### src/shared/sdl_pkg.sv
// Shared constants and types of the serial input latch
package sdl_pkg;

  // ----------------------------------------------------------------
  // Code format
  // ----------------------------------------------------------------
  localparam int unsigned CODE_W = 12;
  localparam logic [11:0] CODE_ZERO  = 12'h000;
  localparam logic [11:0] CODE_MID   = 12'h800;
  localparam logic [11:0] CODE_FULL  = 12'hFFF;
  localparam logic [11:0] CODE_RESET = 12'h000;

  // ----------------------------------------------------------------
  // Link pins and word length
  // ----------------------------------------------------------------
  localparam int unsigned PIN_N = 5;
  localparam int unsigned PIN_CLR = 0;
  localparam int unsigned PIN_LD = 1;
  localparam int unsigned PIN_CS = 2;
  localparam int unsigned PIN_SDI = 3;
  localparam int unsigned PIN_SCLK = 4;
  // Idle levels of the pins, loaded into the synchroniser at reset
  localparam logic [4:0] PIN_RESET = 5'h17;
  localparam logic [4:0] BITS_PER_WORD = 5'h0C;
  localparam logic [4:0] BIT_COUNT_MAX = 5'h1F;
  localparam logic [4:0] BIT_COUNT_RESET = 5'h00;

  // ----------------------------------------------------------------
  // Buffering
  // ----------------------------------------------------------------
  localparam int unsigned FIFO_DEPTH = 32;

  // ----------------------------------------------------------------
  // Link framing state
  // ----------------------------------------------------------------
  typedef enum logic [1:0] {
    LINK_IDLE = 2'b01,
    LINK_SEL  = 2'b10
  } sdl_link_e;

endpackage

### src/shared/sdl_stream_if.sv
// Valid/ready stream carrier between the latch and its output buffer
`timescale 1ns/1ns
interface sdl_stream_if #(
  parameter int unsigned WIDTH = 12
);
  logic             valid;
  logic             ready;
  logic [WIDTH-1:0] data;

  modport src (output valid, output data, input ready);
  modport snk (input valid, input data, output ready);
endinterface

### src/logic/sdl_pin_sync.sv
// Two-stage synchroniser for a group of asynchronous pins
`timescale 1ns/1ns
module sdl_pin_sync #(
  parameter int unsigned    WIDTH     = 5,
  parameter logic [WIDTH-1:0] RESET_VAL = '1
) (
  // Clock and reset
  input  wire logic             sys_clk_i,
  input  wire logic             nrst_i,
  // Pins
  input  wire logic [WIDTH-1:0] pin_i,
  output logic      [WIDTH-1:0] sync_o
);

  logic [WIDTH-1:0] meta;
  logic [WIDTH-1:0] next_meta;
  logic [WIDTH-1:0] next_sync;

  // ----------------------------------------------------------------
  // One pair of flip-flops per pin
  // ----------------------------------------------------------------
  genvar gi;
  generate
    for (gi = 0; gi < WIDTH; gi++) begin : g_bit
      always_comb begin
        next_meta[gi] = pin_i[gi];
        next_sync[gi] = meta[gi];
      end

      always_ff @(posedge sys_clk_i) begin
        if (!nrst_i) begin
          meta[gi]   <= RESET_VAL[gi];
          sync_o[gi] <= RESET_VAL[gi];
        end else begin
          meta[gi]   <= next_meta[gi];
          sync_o[gi] <= next_sync[gi];
        end
      end
    end
  endgenerate

endmodule

### src/logic/sdl_fifo.sv
// Flip-flop FIFO with a registered head word
`timescale 1ns/1ns
module sdl_fifo #(
  parameter int unsigned WIDTH = 12,
  parameter int unsigned DEPTH = 32
) (
  // Clock and reset
  input  wire logic sys_clk_i,
  input  wire logic nrst_i,
  // Fill and drain sides
  sdl_stream_if.snk wr,
  sdl_stream_if.src rd
);

  localparam int unsigned AW = $clog2(DEPTH);

  logic [WIDTH-1:0] mem [DEPTH];
  logic [AW-1:0]    wr_ptr;
  logic [AW-1:0]    rd_ptr;
  logic [AW:0]      count;
  logic             head_valid;
  logic [WIDTH-1:0] head_data;

  logic [AW-1:0]    next_wr_ptr;
  logic [AW-1:0]    next_rd_ptr;
  logic [AW:0]      next_count;
  logic             next_head_valid;
  logic [WIDTH-1:0] next_head_data;
  logic             push;
  logic             pop;

  // ----------------------------------------------------------------
  // Pointer and head control
  // ----------------------------------------------------------------
  always_comb begin
    push            = wr.valid && (count != (AW+1)'(DEPTH));
    pop             = (count != '0) && (!head_valid || rd.ready);
    next_wr_ptr     = push ? wr_ptr + 1'b1 : wr_ptr;
    next_rd_ptr     = pop ? rd_ptr + 1'b1 : rd_ptr;
    next_count      = count + (AW+1)'(push) - (AW+1)'(pop);
    next_head_valid = head_valid;
    next_head_data  = head_data;
    if (pop) begin
      next_head_valid = 1'b1;
      next_head_data  = mem[rd_ptr];
    end else if (rd.ready) begin
      next_head_valid = 1'b0;
    end
  end

  always_ff @(posedge sys_clk_i) begin
    if (!nrst_i) begin
      wr_ptr     <= '0;
      rd_ptr     <= '0;
      count      <= '0;
      head_valid <= 1'b0;
      head_data  <= '0;
    end else begin
      wr_ptr     <= next_wr_ptr;
      rd_ptr     <= next_rd_ptr;
      count      <= next_count;
      head_valid <= next_head_valid;
      head_data  <= next_head_data;
    end
  end

  // ----------------------------------------------------------------
  // Storage
  // ----------------------------------------------------------------
  always_ff @(posedge sys_clk_i) begin
    if (push) begin
      mem[wr_ptr] <= wr.data;
    end
  end

  assign wr.ready = (count != (AW+1)'(DEPTH));
  assign rd.valid = head_valid;
  assign rd.data  = head_data;

endmodule

### src/logic/sdl_input_latch.sv
// Serial input latch: shift register, output code register and code stream
`timescale 1ns/1ns
module sdl_input_latch #(
  parameter int unsigned CODE_W     = sdl_pkg::CODE_W,
  parameter int unsigned FIFO_DEPTH = sdl_pkg::FIFO_DEPTH
) (
  // Clock and reset
  input  wire logic              sys_clk_i,
  input  wire logic              nrst_i,
  // Serial link pins
  input  wire logic              serial_clk_i,
  input  wire logic              serial_data_in_i,
  input  wire logic              chip_sel_n_i,
  input  wire logic              load_strobe_n_i,
  input  wire logic              async_clear_n_i,
  // Output code register
  output logic      [CODE_W-1:0] dac_code_o,
  output logic                   dac_update_o,
  // Word framing status
  output logic      [4:0]        bit_count_o,
  output logic                   word_complete_o,
  // Buffered stream of code changes
  output logic                   code_valid_o,
  output logic      [CODE_W-1:0] code_data_o,
  input  wire logic              code_ready_i,
  output logic                   code_drop_o
);

  // ----------------------------------------------------------------
  // Pin synchronisation
  // ----------------------------------------------------------------
  logic [sdl_pkg::PIN_N-1:0] pins_raw;
  logic [sdl_pkg::PIN_N-1:0] pins_sync;
  logic                      s_sclk;
  logic                      s_sdi;
  logic                      s_cs_n;
  logic                      s_ld_n;
  logic                      s_clr_n;

  always_comb begin
    pins_raw                    = '0;
    pins_raw[sdl_pkg::PIN_SCLK] = serial_clk_i;
    pins_raw[sdl_pkg::PIN_SDI]  = serial_data_in_i;
    pins_raw[sdl_pkg::PIN_CS]   = chip_sel_n_i;
    pins_raw[sdl_pkg::PIN_LD]   = load_strobe_n_i;
    pins_raw[sdl_pkg::PIN_CLR]  = async_clear_n_i;
  end

  sdl_pin_sync #(
    .WIDTH     (sdl_pkg::PIN_N),
    .RESET_VAL (sdl_pkg::PIN_RESET)
  ) u_sync (
    .sys_clk_i (sys_clk_i),
    .nrst_i    (nrst_i),
    .pin_i     (pins_raw),
    .sync_o    (pins_sync)
  );

  assign s_sclk  = pins_sync[sdl_pkg::PIN_SCLK];
  assign s_sdi   = pins_sync[sdl_pkg::PIN_SDI];
  assign s_cs_n  = pins_sync[sdl_pkg::PIN_CS];
  assign s_ld_n  = pins_sync[sdl_pkg::PIN_LD];
  assign s_clr_n = pins_sync[sdl_pkg::PIN_CLR];

  // ----------------------------------------------------------------
  // Edge detection on the synchronised pins
  // ----------------------------------------------------------------
  logic prev_sclk;
  logic prev_ld_n;
  logic next_prev_sclk;
  logic next_prev_ld_n;
  logic sclk_rise;
  logic ld_fall;

  always_comb begin
    next_prev_sclk = s_sclk;
    next_prev_ld_n = s_ld_n;
    sclk_rise      = s_sclk && !prev_sclk;
    ld_fall        = !s_ld_n && prev_ld_n;
  end

  always_ff @(posedge sys_clk_i) begin
    if (!nrst_i) begin
      prev_sclk <= 1'b1;
      prev_ld_n <= 1'b1;
    end else begin
      prev_sclk <= next_prev_sclk;
      prev_ld_n <= next_prev_ld_n;
    end
  end

  // ----------------------------------------------------------------
  // Shift register and output code register
  // ----------------------------------------------------------------
  logic [CODE_W-1:0] shift_reg;
  logic [CODE_W-1:0] dac_code;
  logic              dac_update;
  logic [CODE_W-1:0] next_shift_reg;
  logic [CODE_W-1:0] next_dac_code;
  logic              next_dac_update;
  logic              shift_en;

  always_comb begin
    shift_en       = sclk_rise && !s_cs_n;
    next_shift_reg = shift_reg;
    if (shift_en) begin
      // Oldest bit ends up in the top position
      next_shift_reg = {shift_reg[CODE_W-2:0], s_sdi};
    end

    next_dac_code = dac_code;
    if (!s_clr_n) begin
      next_dac_code = sdl_pkg::CODE_ZERO;
    end else if (!s_ld_n) begin
      // Covers the falling edge and the transparent phase alike
      next_dac_code = next_shift_reg;
    end
    next_dac_update = (next_dac_code != dac_code);
  end

  always_ff @(posedge sys_clk_i) begin
    if (!nrst_i) begin
      shift_reg  <= sdl_pkg::CODE_RESET;
      dac_code   <= sdl_pkg::CODE_RESET;
      dac_update <= 1'b0;
    end else begin
      shift_reg  <= next_shift_reg;
      dac_code   <= next_dac_code;
      dac_update <= next_dac_update;
    end
  end

  assign dac_code_o   = dac_code;
  assign dac_update_o = dac_update;

  // ----------------------------------------------------------------
  // Word framing: bits counted since chip select or the load strobe last fell
  // ----------------------------------------------------------------
  sdl_pkg::sdl_link_e link_state;
  sdl_pkg::sdl_link_e next_link_state;
  logic [4:0]         bit_count;
  logic [4:0]         next_bit_count;
  logic               word_complete;
  logic               next_word_complete;

  always_comb begin
    next_link_state = link_state;
    next_bit_count  = bit_count;
    case (link_state)
      sdl_pkg::LINK_IDLE: begin
        if (!s_cs_n) begin
          next_link_state = sdl_pkg::LINK_SEL;
          next_bit_count  = sdl_pkg::BIT_COUNT_RESET;
        end
      end
      sdl_pkg::LINK_SEL: begin
        if (s_cs_n) begin
          next_link_state = sdl_pkg::LINK_IDLE;
        end else if (shift_en && bit_count != sdl_pkg::BIT_COUNT_MAX) begin
          next_bit_count = bit_count + 5'h01;
        end
      end
      default: begin
        next_link_state = sdl_pkg::LINK_IDLE;
        next_bit_count  = sdl_pkg::BIT_COUNT_RESET;
      end
    endcase
    // A falling load edge starts a new word count
    if (ld_fall) begin
      next_bit_count = sdl_pkg::BIT_COUNT_RESET;
    end
    next_word_complete = (next_bit_count == sdl_pkg::BITS_PER_WORD);
  end

  always_ff @(posedge sys_clk_i) begin
    if (!nrst_i) begin
      link_state    <= sdl_pkg::LINK_IDLE;
      bit_count     <= sdl_pkg::BIT_COUNT_RESET;
      word_complete <= 1'b0;
    end else begin
      link_state    <= next_link_state;
      bit_count     <= next_bit_count;
      word_complete <= next_word_complete;
    end
  end

  assign bit_count_o     = bit_count;
  assign word_complete_o = word_complete;

  // ----------------------------------------------------------------
  // Pending code change waiting for buffer space
  // ----------------------------------------------------------------
  sdl_stream_if #(.WIDTH(CODE_W)) fill_if ();
  sdl_stream_if #(.WIDTH(CODE_W)) drain_if ();

  logic              pend_valid;
  logic [CODE_W-1:0] pend_data;
  logic              drop;
  logic              next_pend_valid;
  logic [CODE_W-1:0] next_pend_data;
  logic              next_drop;
  logic              pend_taken;

  always_comb begin
    pend_taken      = pend_valid && fill_if.ready;
    next_pend_valid = pend_valid;
    next_pend_data  = pend_data;
    next_drop       = drop;
    if (next_dac_update) begin
      // A full buffer stalls the pending slot; a newer code then overwrites it
      if (pend_valid && !fill_if.ready) begin
        next_drop = 1'b1;
      end
      next_pend_valid = 1'b1;
      next_pend_data  = next_dac_code;
    end else if (pend_taken) begin
      next_pend_valid = 1'b0;
    end
  end

  always_ff @(posedge sys_clk_i) begin
    if (!nrst_i) begin
      pend_valid <= 1'b0;
      pend_data  <= sdl_pkg::CODE_RESET;
      drop       <= 1'b0;
    end else begin
      pend_valid <= next_pend_valid;
      pend_data  <= next_pend_data;
      drop       <= next_drop;
    end
  end

  assign fill_if.valid = pend_valid;
  assign fill_if.data  = pend_data;
  assign code_drop_o   = drop;

  // ----------------------------------------------------------------
  // Code buffer
  // ----------------------------------------------------------------
  sdl_fifo #(
    .WIDTH (CODE_W),
    .DEPTH (FIFO_DEPTH)
  ) u_fifo (
    .sys_clk_i (sys_clk_i),
    .nrst_i    (nrst_i),
    .wr        (fill_if.snk),
    .rd        (drain_if.src)
  );

  assign drain_if.ready = code_ready_i;
  assign code_valid_o   = drain_if.valid;
  assign code_data_o    = drain_if.data;

endmodule

### config.mk
export PLATFORM = sky130hd
export DESIGN_NAME = sdl_input_latch
export DESIGN_NICKNAME = d
export VERILOG_FILES = /design/src/shared/sdl_pkg.sv /design/src/shared/sdl_stream_if.sv /design/src/logic/sdl_pin_sync.sv /design/src/logic/sdl_fifo.sv /design/src/logic/sdl_input_latch.sv
export SDC_FILE = /design/constraint.sdc
export NUM_CORES = 1
export LEC_CHECK = 0
export BUFFER_PORTS_ARGS = -buffer_cell sky130_fd_sc_hd__buf_2
export CAP_MARGIN = 20
export CORE_ASPECT_RATIO = 0.6
export CORE_MARGIN = 10
export CORE_UTILIZATION = 40
export DETAILED_ROUTE_END_ITERATION = 12
export PLACE_DENSITY = 0.62
export SLEW_MARGIN = 20
export SYNTH_ARGS = -nofsm -noshare
export SYNTH_HDL_FRONTEND = slang
export SYNTH_SLANG_ARGS = --single-unit
### constraint.sdc
create_clock -name sys_clk_i -period 4.4 [get_ports sys_clk_i]
set_clock_uncertainty 0.05 [all_clocks]
set_input_delay 0.22 -clock sys_clk_i [delete_from_list [all_inputs] [get_ports sys_clk_i]]
set_output_delay 0.22 -clock sys_clk_i [all_outputs]
set_load 0.1 [all_outputs]
After elaboration in Yosys (flattened, before gate mapping) --
Memories as Yosys holds them, arrays and structs flattened. A register that Yosys moved wholly into a read port is not among the register bits. Cells that the tools add are included.
Cells by class: reductions and logical operators 19, $add $sub $neg 5, equal/unequal tests 8, multiplexer cells 17
Operators with widths (count):
- $mux W12 | 3
- $mux W5 | 4
- $add A5 B1 Y5 const B | 3
- $ne A12 B12 Y1 | 1
- $pmux W5 S2 | 1
- $logic_and A1 B1 Y1 | 7
- $add A6 B1 Y6 | 1
- $logic_not A1 Y1 | 6
- $mux W1 | 6
- $ne A6 B6 Y1 const B | 1
- $reduce_bool A6 Y1 | 1
- $sub A6 B1 Y6 | 1
- $eq A5 B4 Y1 const B | 1
- $ne A5 B5 Y1 const B | 1
- $mux W2 | 2
- $pmux W2 S2 | 1
- $reduce_and A2 Y1 | 2
- $reduce_bool A2 Y1 | 2
- $eq A2 B1 Y1 const B | 1
- $eq A2 B2 Y1 const B | 1
- $ne A2 B1 Y1 const B | 1
- $ne A2 B2 Y1 const B | 1
- $logic_or A1 B1 Y1 | 1
Storage, ports and cells: memories kept 1, output and inout bits 33, register bits after elaboration 76, word-level logic and storage cells 75, memory bits (writable) 384, bits of input ports 8
Memories:
- u_fifo.mem | depth 32, width 12, rd ports 1, clocked after memory_dff 1, write ports 1, RTL line sdl_fifo.sv:17 | logic [WIDTH-1:0] mem [DEPTH];

Logic depth before layout (Yosys ltp) --
Gate-level depths: netlist (run 1).
depth in word-level cells 9, mapped depth 17, mapped depth without buffers 15

Cells and area by module --
From an unflattened synthesis (run 1), not the netlist that was laid out.
Second synthesis, totals: cells, all modules 1110, area, all modules 18581.6 um^2
Modules (own cells, without submodules):
- sdl_fifo | cells an instance 854, area an instance 16125.5 um^2, times used 1, sequential area each 12111.6 um^2
- sdl_input_latch | cells an instance 236, area an instance 2193.4 um^2, times used 1, sequential area each 980.9 um^2
- sdl_pin_sync | cells an instance 20, area an instance 262.8 um^2, times used 1, sequential area each 200.2 um^2

Least setup slack after synthesis (run 1) --
No wires, ideal clock.
path type register to register, start register u_fifo.count[4], end memory u_fifo.mem[11][0] (enable), slack 1.186 ns, stages on the path, launching flop included 8, library setup time 0.417 ns, arrival 2.747 ns, period minus slack after synthesis 3.214 ns, path buffers 1, data required time 3.933 ns, cell sequence dfxtp_1 inv_1 ha_1 and4_1 nor2b_1 clkbuf_1 nand2_1 nor4b_1
Between the ends: longest elaborated chain between the ends 4
Ends and longest elaborated chain:
- start, declared | RTL line sdl_fifo.sv:20 | logic [AW:0] count;
- start signal, assigned | RTL line sdl_fifo.sv:61 | count <= next_count;
- $ne A6 B6 Y1
- $logic_and A1 B1 Y1
- via pend_taken | RTL line sdl_input_latch.sv:202 | logic pend_taken;
- $mux W1 | RTL line sdl_fifo.sv:71 | if (push) begin
- $mux W1 (not written as such) | RTL line sdl_fifo.sv:72 | mem[wr_ptr] <= wr.data;
- end, declared | RTL line sdl_fifo.sv:17
The timed path passes the listed nets, and every way through them passes these cells.

Worst setup path in the final report (run 1) --
start register u_sync.sync_o[2], end register pend_data[4], in the netlist fill_if.data[4]
Between the ends: longest elaborated chain between the ends 6
Ends and longest elaborated chain:
- start, declared | RTL line sdl_pin_sync.sv:12 | output logic [WIDTH-1:0] sync_o
- start signal, assigned by index | RTL line sdl_pin_sync.sv:33 | sync_o[gi] <= RESET_VAL[gi];
- start signal, assigned by index | RTL line sdl_pin_sync.sv:36 | sync_o[gi] <= next_sync[gi];
- $logic_not A1 Y1 (*)
- $logic_and A1 B1 Y1 (*) | RTL line sdl_input_latch.sv:104 | shift_en = sclk_rise && !s_cs_n;
- $mux W12 (*) | RTL line sdl_input_latch.sv:106 | if (shift_en) begin
- $mux W12 (*) | RTL line sdl_input_latch.sv:114 | end else if (!s_ld_n) begin
- $mux W12 (*) | RTL line sdl_input_latch.sv:112 | if (!s_clr_n) begin
- $ne A12 B12 Y1 | RTL line sdl_input_latch.sv:118 | next_dac_update = (next_dac_code != dac_code);
- end signal, assigned | RTL line sdl_input_latch.sv:224 | pend_data <= sdl_pkg::CODE_RESET;
- end signal, assigned | RTL line sdl_input_latch.sv:228 | pend_data <= next_pend_data;
- end, declared | RTL line sdl_input_latch.sv:197 | logic [CODE_W-1:0] pend_data;
Mark *: on every way between the ends. The rest lies on a longest branch, timed or not. A chain may end at the register's enable or synchronous reset.

==> impl_metrics.toml, run 1 <==
[floorplan]
core_sq_mm = 0.04519
num_rows = 60
die_width_um = 297.2
ioPinCount = 41
start_util_pct = 40.82
dieArea_sq_mm = 0.05539
die_h_um = 186.4

[power]
irDropWorstVdd_mv = 0.2712
p_comb_share_pct = 16.8
p_int_mw = 7.863
pwr-share-seq_pct = 47.0
swShare_pct = 26.66
leakagePower_nw = 6.176
p_total_mw = 10.72
powerDensity_mw_per_mm2 = 505.2
switching_power_mw = 2.859
pwr-share-clk_pct = 36.1

[routing]
drt_iter0_drc = 1178
vias = 9369
firstDrtPassIters = 5
wirelength_um = 42760
vias_per_cell = 5.375
route.detailed.drc = 0
drtAntennaViolNets = 0
wl_per_cell_um = 24.53

[yosys]
yosys-top-cells-area = "edfxtp_1, mux4_2, dfxtp_1, nor2_1, ha_1"
synth_top_flop_cell = "edfxtp_1"
yosysSeqAreaShare_pct = 72.06
ys_async_sr_fraction_pct = 0
synth.net_count = 1024
avgSynthCellArea_sq_um = 18.50
synth_area_sq_mm = 0.01845
ys_ff_latch = 472
yosys.area.top_type = "edfxtp_1"
yosysWarningCount = 0
synth.most_common_cell = "edfxtp_1"
yosys.area.top_type_share_pct = 62.51
synth_cell_types = 57
synth_common_cells = "edfxtp_1, mux4_2, nor2_1"
synthCells = 997
synth_edf_count = 384

[hold_path]
min_path_type = "primary input to flip-flop"
hp-start = "nrst_i"
hold_depth = 2
hold_path_end = "link_state[0]"

[cts]
post_cts_buffers = 0
ctsResizeCount = 0
cts_root_buf = "clkbuf_16"
htree_levels = 2
cts_tree = "yes"
cts_hold_buf = 6
clockBufferDepth = 3
numCtsBuffers = 44
cts_sinks = 472
insertion_delay_ns = 0.56
clk_pin_slew_ns = 0.07

[setup_path]
rr_endpoint = "fill_if.data[4]"
path_delay_family = "simple AND/OR/NAND/NOR gates"
critPathMaxFanout = 15
path_cells = "nor3b_2 -> buf_4 -> mux2i_2 -> o21a_1 -> a211oi_1 -> or4_1 -> mux2_4"
r2r_cells = 7
reg2reg_setup_slack_ns = 0.90
critPathArrivalTime_ns = 3.87
critPathMaxStageDelay_ns = 0.91
r2r_start = "u_sync.sync_o[2]"
required_ns = 4.77
critPathKind = "flip-flop to flip-flop"
slowest_stage = "or4_1"
crit_path_start_kind = "flip-flop"
crit_buf_inv = 1
end_kind = "flip-flop"

[final_layout]
finalNetCount = 1113
drive_above_1_share_pct = 27.81
multiInputGateArea_sq_mm = 0.004866
largest_reg_flops = 384
fillers = 3850
regArea_sq_mm = 0.01331
top_register = "u_fifo.mem"
area_growth_pct = 15.04

[sta]
final-setup-viol-count = 0
finalCriticalPeriod_ns = 3.499
post-route-period-util_pct = 79.52
maxSlewViolCount = 0
tns_ns = 0
hold_violations = 0
rsz0062_at_grt = "no"
fmax_mhz = 285.8
setup_ws_ns = 0.9010
hold_ws_ns = 0.1636
slew_headroom_pct = 39.79
worstMarginPinSlew_ns = 0.9019

[global_route]
antenna_found_initial = 3
grt_max_degree = 47
grt_pass1_vias = 9196
grt.total_usage_pct = 15.08
grt_pass1_wl_um = 62980
overflow = 0

[placement]
place_congestion = 0.8277
dp_hpwl_um = 27120
pre_cts_slack_ns = 0.9262
io_buffers = 40

[status]
status = "completed"

[job]
drv_cap = 0
area by class of cell:
cell class | count | share of cell area [%]
Clock inverter | 11 | 0.6898
Clock buffer | 71 | 6.291
Tap cell | 620 | 3.655
Inverter | 23 | 0.4068
Antenna cell | 1 | 0.01179
Timing Repair Buffer | 100 | 3.313
Multi-Input combinational cell | 445 | 22.93
Sequential cell | 472 | 62.70
cells in the final DEF (no fill, tap or decap), types with 4 or more instances in the layout:
| cell | synthesis | layout |
|---|---|---|
| dlygate4sd3_1 | 0 | 6 |
| mux2i_1 | 20 | 20 |
| nand4_1 | 4 | 4 |
| edfxtp_1 | 384 | 384 |
| mux2i_2 | 4 | 4 |
| mux4_2 | 120 | 120 |
| a21oi_1 | 36 | 36 |
| clkbuf_1 | 38 | 16 |
| clkbuf_8 | 0 | 9 |
| mux2_4 | 7 | 7 |
| xor2_1 | 7 | 7 |
| nand2b_1 | 12 | 12 |
| o21ai_0 | 18 | 18 |
| o22ai_1 | 4 | 4 |
| clkbuf_16 | 0 | 46 |
| ha_1 | 18 | 18 |
| dfxtp_1 | 88 | 83 |
| buf_2 | 6 | 40 |
| nor3b_1 | 4 | 4 |
| nor2_1 | 90 | 90 |
| and2_1 | 16 | 16 |
| inv_1 | 23 | 23 |
| xnor2_1 | 4 | 4 |
| mux2_2 | 5 | 5 |
| nor3_2 | 0 | 4 |
| nand2_1 | 23 | 23 |
| buf_4 | 0 | 51 |
power groups by stage:
stage	registers, mW	clock network, mW	logic, mW
after floorplan	5.28	0	1.20
after global placement	5.14	0	1.81
after detailed placement	5.15	0	1.83
after CTS	5.05	3.95	1.83
after global routing	5.07	4.14	1.93
final	5.04	3.87	1.80
metrics by stage:
stage	instances	util, %	area (sq um)
global route	1742	46.95	21220
detailed placement	1654	43.53	19670
CTS	1742	46.94	21220
floorplan	997	-	18450
global placement	1654	43.53	19670
finish	1743	46.96	21220
worst reg2reg max path, stage by stage (launching register included):
cell	delay [ns]
dfxtp_1	0.36
nor3b_2	0.71
buf_4	0.32
mux2i_2	0.37
o21a_1	0.17
a211oi_1	0.07
or4_1	0.91
mux2_4	0.42
worst max-delay path by stage:
| stage | from | endpoint | slack, ns | depth (start not counted) |
|---|---|---|---|---|
| after floorplan | u_fifo.count[4] | u_fifo.mem[11][0] | 1.19 | 7 |
| after detailed placement | u_sync.sync_o[2] | fill_if.data[9] | 0.93 | 7 |
| after CTS | u_sync.sync_o[2] | fill_if.data[4] | 0.89 | 7 |
| final | u_sync.sync_o[2] | fill_if.data[4] | 0.90 | 7 |
| after global routing | u_sync.sync_o[2] | fill_if.data[4] | 0.66 | 7 |
| after global placement | u_sync.sync_o[2] | fill_if.data[10] | 1.02 | 7 |
routing by layer:
layer	vias up	GRT usage (%)	wire, um
met2	314	20.55	17630
li1	4119	-	-
met1	4888	23.58	20630
met4	0	2.422	460
met3	48	4.341	4034
met5	-	0	0
logic make-up after synthesis:
kind of cell               Yosys count  synth area share, %
DFF                                472                72.06
and+or+nand+nor                    177                4.653
muxes                              156                16.91
AOI/OAI and AO/OA                   82                2.740
buffers and inverters               80                1.791
adders and majority gates           19                1.329
xor gates and xnor gates            11               0.5222
No activity file was read; power rests on OpenSTA's default activity.
==> run 2: changes to the inputs <==
==> constraint.sdc (replaced) <==
create_clock -name sys_clk_i -period 3.5 [get_ports sys_clk_i]
set_clock_uncertainty 0.05 [all_clocks]
set_input_delay 0.175 -clock sys_clk_i [delete_from_list [all_inputs] [get_ports sys_clk_i]]
set_output_delay 0.175 -clock sys_clk_i [all_outputs]
set_load 0.1 [all_outputs]
==> run 2 against run 1 <==
Against the previous run: sequential cell count unchanged; sequential power rose by 24%; global-route usage shrank 0.052 points; final cell count rose by 0.63%; via count rose by 0.73%; sequential share of layout area grew 0.19 points; routed wire length fell by 0.42%; critical path depth increased by 1; combinational power grew 37%; critical path type unchanged; critical endpoint is now fill_if.data[5]; largest cell class unchanged; largest power group unchanged.
==> impl_metrics.toml, run 2 (synthesis results as in run 1) <==
[final_layout]
largest_reg_flops = 384
final_cell_area_sq_mm = 0.02115
top_register = "u_fifo.mem"
final_common_cell = "edfxtp_1"
finalNetCount = 1124
postLayoutCoreUtil_pct = 46.81
drive_above_1_share_pct = 28.27
fillers = 3846
layout_common_cells = "edfxtp_1, mux4_2, nor2_1"
area_growth_pct = 14.66

[power]
irDropWorstVdd_mv = 0.3294
powerDensity_mw_per_mm2 = 621.7
leakagePower_nw = 6.190
p_total_mw = 13.15

[global_route]
grt_max_degree = 55
antenna_found_initial = 0
overflow = 0
grt.total_usage_pct = 15.03
grt_pass1_wl_um = 63250
grt_pass1_vias = 9202

[setup_path]
critPathKind = "flip-flop to flip-flop"
crit_buf_inv = 1
required_ns = 3.88
end_kind = "flip-flop"
critPathMaxFanout = 19
critPathArrivalTime_ns = 3.46
crit_path_start_kind = "flip-flop"
path_delay_family = "simple AND/OR/NAND/NOR gates"
critPathMaxStageDelay_ns = 0.89
path_cells = "nor3b_2 -> buf_4 -> mux2i_2 -> o22ai_1 -> a221oi_2 -> a211oi_1 -> or4_1 -> mux2_4"
slowest_stage = "or4_1"

[routing]
wl_met1_um = 20760
met2WireLength_um = 17230
vias = 9437
route.detailed.drc = 0
drt_iter0_drc = 1044
wl_met3_um = 4062
drtAntennaViolNets = 0
wl_per_cell_um = 24.27
vias_per_cell = 5.380
wirelength_um = 42580
highest-signal-layer = "met4"
firstDrtPassIters = 5

[floorplan]
die_h_um = 186.4
die_width_um = 297.2
num_rows = 60
dieArea_sq_mm = 0.05539
ioPinCount = 41
core_sq_mm = 0.04519
start_util_pct = 40.82

[sta]
final-setup-viol-count = 0
maxSlewViolCount = 0
rsz0062_at_grt = "no"
slew_headroom_pct = 33.65
setup_ws_ns = 0.4234
post-route-period-util_pct = 87.90
tns_ns = 0
fmax_mhz = 325.0
hold_violations = 0
worstMarginPinSlew_ns = 0.9939
finalCriticalPeriod_ns = 3.077

[placement]
placed_area_sq_mm = 0.01974
pre_cts_slack_ns = 0.4485
dp_hpwl_um = 27630
place_congestion = 0.8536
io_buffers = 40

[cts]
cts_sinks = 472
post_cts_buffers = 0
cts_tree = "yes"
insertion_delay_ns = 0.55
numCtsBuffers = 45
htree_levels = 2
cts_root_buf = "clkbuf_16"
clk_pin_slew_ns = 0.06
clockBufferDepth = 3

[status]
status = "completed"

[hold_path]
min_path_type = "primary input to flip-flop"

[job]
drv_cap = 0
-- run 2: through the flow --
stage | instances | hold WS (ns)
global placement | 1662 | 0.3064
floorplan | 997 | 0.2265
finish | 1754 | 0.2951
detailed placement | 1662 | 0.3085
CTS | 1752 | 0.2751
global route | 1752 | 0.3116
-- run 2: tightest hold or removal path: cells and delay by family --
kind                   cells  cell delay, ns
buffers and inverters      2            0.61
and+or+nand+nor            1            0.08
-- run 2: area by class of cell --
class / instances / area, sq um / area share (%)
flip-flops and latches: 472 / 13300 / 62.89
multi-input cells: 445 / 4866 / 23.00
clock buffers: 55 / 1185 / 5.602
repair buffers: 110 / 783.3 / 3.703
well taps: 620 / 775.7 / 3.667
clock inverters: 27 / 147.6 / 0.6980
inverters: 23 / 86.33 / 0.4081
diodes: 2 / 5.005 / 0.02366
-- run 2: what timing repair did --
action / CTS / global route
hold buffers: 8 / 0
gates resized for setup: 0 / 0
hold endpoints to repair: 14 / 0
-- run 2: where the power goes --
| part | internal, mW | switching, mW | leakage, nW |
|---|---|---|---|
| Combinational | 1.01 | 1.45 | 1.87 |
| Sequential | 6.09 | 0.150 | 3.66 |
| Clock | 2.42 | 2.03 | 0.654 |
-- run 2: path summary, 6_finish.rpt --
check	from	end	slack [ns]	depth (start not counted)
hold / removal	async_clear_n_i	u_sync.meta[0]	0.30	3
setup reg to reg	u_sync.sync_o[2]	fill_if.data[5]	0.42	8
hold reg to reg	u_sync.meta[1]	u_sync.sync_o[1]	0.36	1
setup / recovery	u_sync.sync_o[2]	fill_if.data[5]	0.42	8
-- run 2: metal layers --
layer	vias up	GRT usage [%]
li1	4158	-
met3	51	4.168
met2	325	19.78
met5	-	0
met4	0	2.635
met1	4903	24.11
==> run 3: changes to the inputs <==
--- a/config.mk
+++ b/config.mk
@@ -8,9 +8,9 @@
 export BUFFER_PORTS_ARGS = -buffer_cell sky130_fd_sc_hd__buf_2
 export CAP_MARGIN = 20
 export CORE_ASPECT_RATIO = 0.6
-export CORE_MARGIN = 10
 export CORE_UTILIZATION = 40
 export DETAILED_ROUTE_END_ITERATION = 12
+export GPL_TIMING_DRIVEN = 0
 export PLACE_DENSITY = 0.62
 export SLEW_MARGIN = 20
 export SYNTH_ARGS = -nofsm -noshare
==> run 3 against run 2 <==
Against the previous run: die area decreased by 15%; combinational power increased by 7%; core utilization decreased by 0.072 points; sequential share of layout area increased by 0.22 points; final cell count about the same; first-iteration DRC count increased by 9.2%; total power increased by 2.1%; largest cell class unchanged; largest power group unchanged.
==> impl_metrics.toml, run 3 (synthesis results as in run 1) <==
[setup_path]
crit_path_start = "u_fifo.rd_ptr[0]"
critPathKind = "flip-flop to flip-flop"
path_delay_family = "buffers and inverters"
crit_buf_inv = 3
end_kind = "flip-flop"
slowest_stage = "mux4_2"
critPathMostFrequentCell = "mux4_2"
crit_path_start_kind = "flip-flop"
r2r_start = "u_fifo.rd_ptr[0]"
critPathMaxFanout = 10
critPathMaxStageDelay_ns = 0.63
reg2reg_setup_slack_ns = 0.16
required_ns = 3.87
path_cells = "clkbuf_1 -> clkbuf_4 -> buf_2 -> mux4_2 -> mux4_2 -> mux2i_1 -> a21oi_1"
critPathArrivalTime_ns = 3.72

[routing]
firstDrtPassIters = 5
route.detailed.drc = 0
wl_per_cell_um = 25.56
wirelength_um = 44860
drt_iter0_drc = 1140
vias = 9712
vias_per_cell = 5.534
drtAntennaViolNets = 0

[global_route]
grt_max_degree = 34
grt.total_usage_pct = 19.42
overflow = 0
grt_pass1_vias = 9202
antenna_found_initial = 4
grt_pass1_wl_um = 65290

[floorplan]
ioPinCount = 41
die_h_um = 168.4
num_rows = 60
die_width_um = 279.2
dieArea_sq_mm = 0.04701
core_sq_mm = 0.04512
start_util_pct = 40.89

[status]
status = "completed"

[placement]
io_buffers = 39
place_congestion = 0.8965
dp_hpwl_um = 30070
dp_cells = 1669

[sta]
maxSlewViolCount = 0
post-route-period-util_pct = 95.48
tns_ns = 0
slew_headroom_pct = 34.34
fmax_mhz = 299.2
final-setup-viol-count = 0
finalCriticalPeriod_ns = 3.342
worstMarginPinSlew_ns = 0.9849
hold_ws_ns = 0.09899
hold_violations = 0
rsz0062_at_grt = "no"

[final_layout]
area_growth_pct = 14.30
largest_reg_flops = 384
layout_common_cells = "edfxtp_1, mux4_2, dfxtp_1"
fillers = 3794
top_register = "u_fifo.mem"
final_common_cell = "edfxtp_1"
stdcell_count = 1755
finalNetCount = 1128
drive_above_1_share_pct = 27.18

[cts]
insertion_delay_ns = 0.55
htree_levels = 2
cts_root_buf = "clkbuf_16"
numCtsBuffers = 44
cts_sinks = 472
cts_tree = "yes"
post_cts_buffers = 0
clk_pin_slew_ns = 0.06
clockBufferDepth = 3

[power]
powerDensity_mw_per_mm2 = 637.1
pwr-share-clk_pct = 34.4
p_int_mw = 9.663
irDropWorstVdd_mv = 0.4020
swShare_pct = 28.06
pwr-share-seq_pct = 46.0
switching_power_mw = 3.770
leakagePower_nw = 6.035
p_comb_share_pct = 19.6
p_total_mw = 13.43

[hold_path]
min_path_type = "primary input to flip-flop"
hp-start = "nrst_i"

[job]
drv_cap = 0
run 3: changes by cell type in the layout (fill, tap and decap cells not counted), moves of 9 or more:
| cell | change |
|---|---|
| nor2_1 | -23 |
| buf_1 | +9 |
| buf_4 | -55 |
| buf_2 | +10 |
| dfxtp_2 | +9 |
| clkbuf_1 | +35 |
| nor2_2 | +23 |
| clkinv_2 | -9 |
run 3: area by class of cell:
cell class | count | area (sq um) | share of cell area [%]
Buffer | 57 | 256.5 | 1.216
Multi-Input combinational cell | 445 | 4926 | 23.36
Clock inverter | 21 | 175.2 | 0.8308
Tap cell | 620 | 775.7 | 3.679
Antenna cell | 2 | 5.005 | 0.02374
Timing Repair Buffer | 58 | 371.6 | 1.762
Clock buffer | 57 | 1181 | 5.602
Inverter | 23 | 86.33 | 0.4094
Sequential cell | 472 | 13310 | 63.11
run 3: timing repair:
action                                  CTS  global route
gates resized for setup                   3             9
endpoints found under the setup margin   14            20
hold buffers                              6             0
endpoints found under the hold margin     6             0
run 3: worst reg2reg max path: stages, from the launching register on:
cell,delay [ns]
dfxtp_1,0.33
clkbuf_1,0.48
clkbuf_4,0.47
buf_2,0.44
mux4_2,0.64
mux4_2,0.54
mux2i_1,0.17
a21oi_1,0.09
run 3: path summary, 6_finish.rpt:
kind	end	cells past startpoint
worst min-delay path	dac_code_o[9]	3
worst max register to register	u_fifo.rd.data[6]	7
worst min register to register	u_sync.sync_o[1]	1
worst max-delay path	u_fifo.rd.data[6]	7
run 3: through the flow:
step / setup WS, ns / area (sq um) / util (%)
2_1_floorplan: 0.2858 / 18450 / -
3_3_place_gp: -1.224 / 19420 / 43.04
6_report: 0.1582 / 21090 / 46.73
5_1_grt: 0.01172 / 21080 / 46.72
4_1_cts: 0.05021 / 21060 / 46.67
3_5_place_dp: -0.2194 / 19640 / 43.52
run 3: power groups by stage:
stage               clock network (mW)  registers [mW]  logic (mW)
global route                      4.91            6.18        2.80
global placement                     0            6.29        2.59
finish                            4.63            6.17        2.63
floorplan                            0            6.64        1.54
CTS                               4.69            6.17        2.63
detailed placement                   0            6.30        2.61
run 3: per-layer routing:
layer / up-vias / track usage, % / wire [um]
met5: - / 0 / 0
met4: 0 / 3.870 / 690
met3: 57 / 7.480 / 5633
met2: 440 / 24.38 / 17400
met1: 5070 / 31.07 / 21130
li1: 4145 / - / -
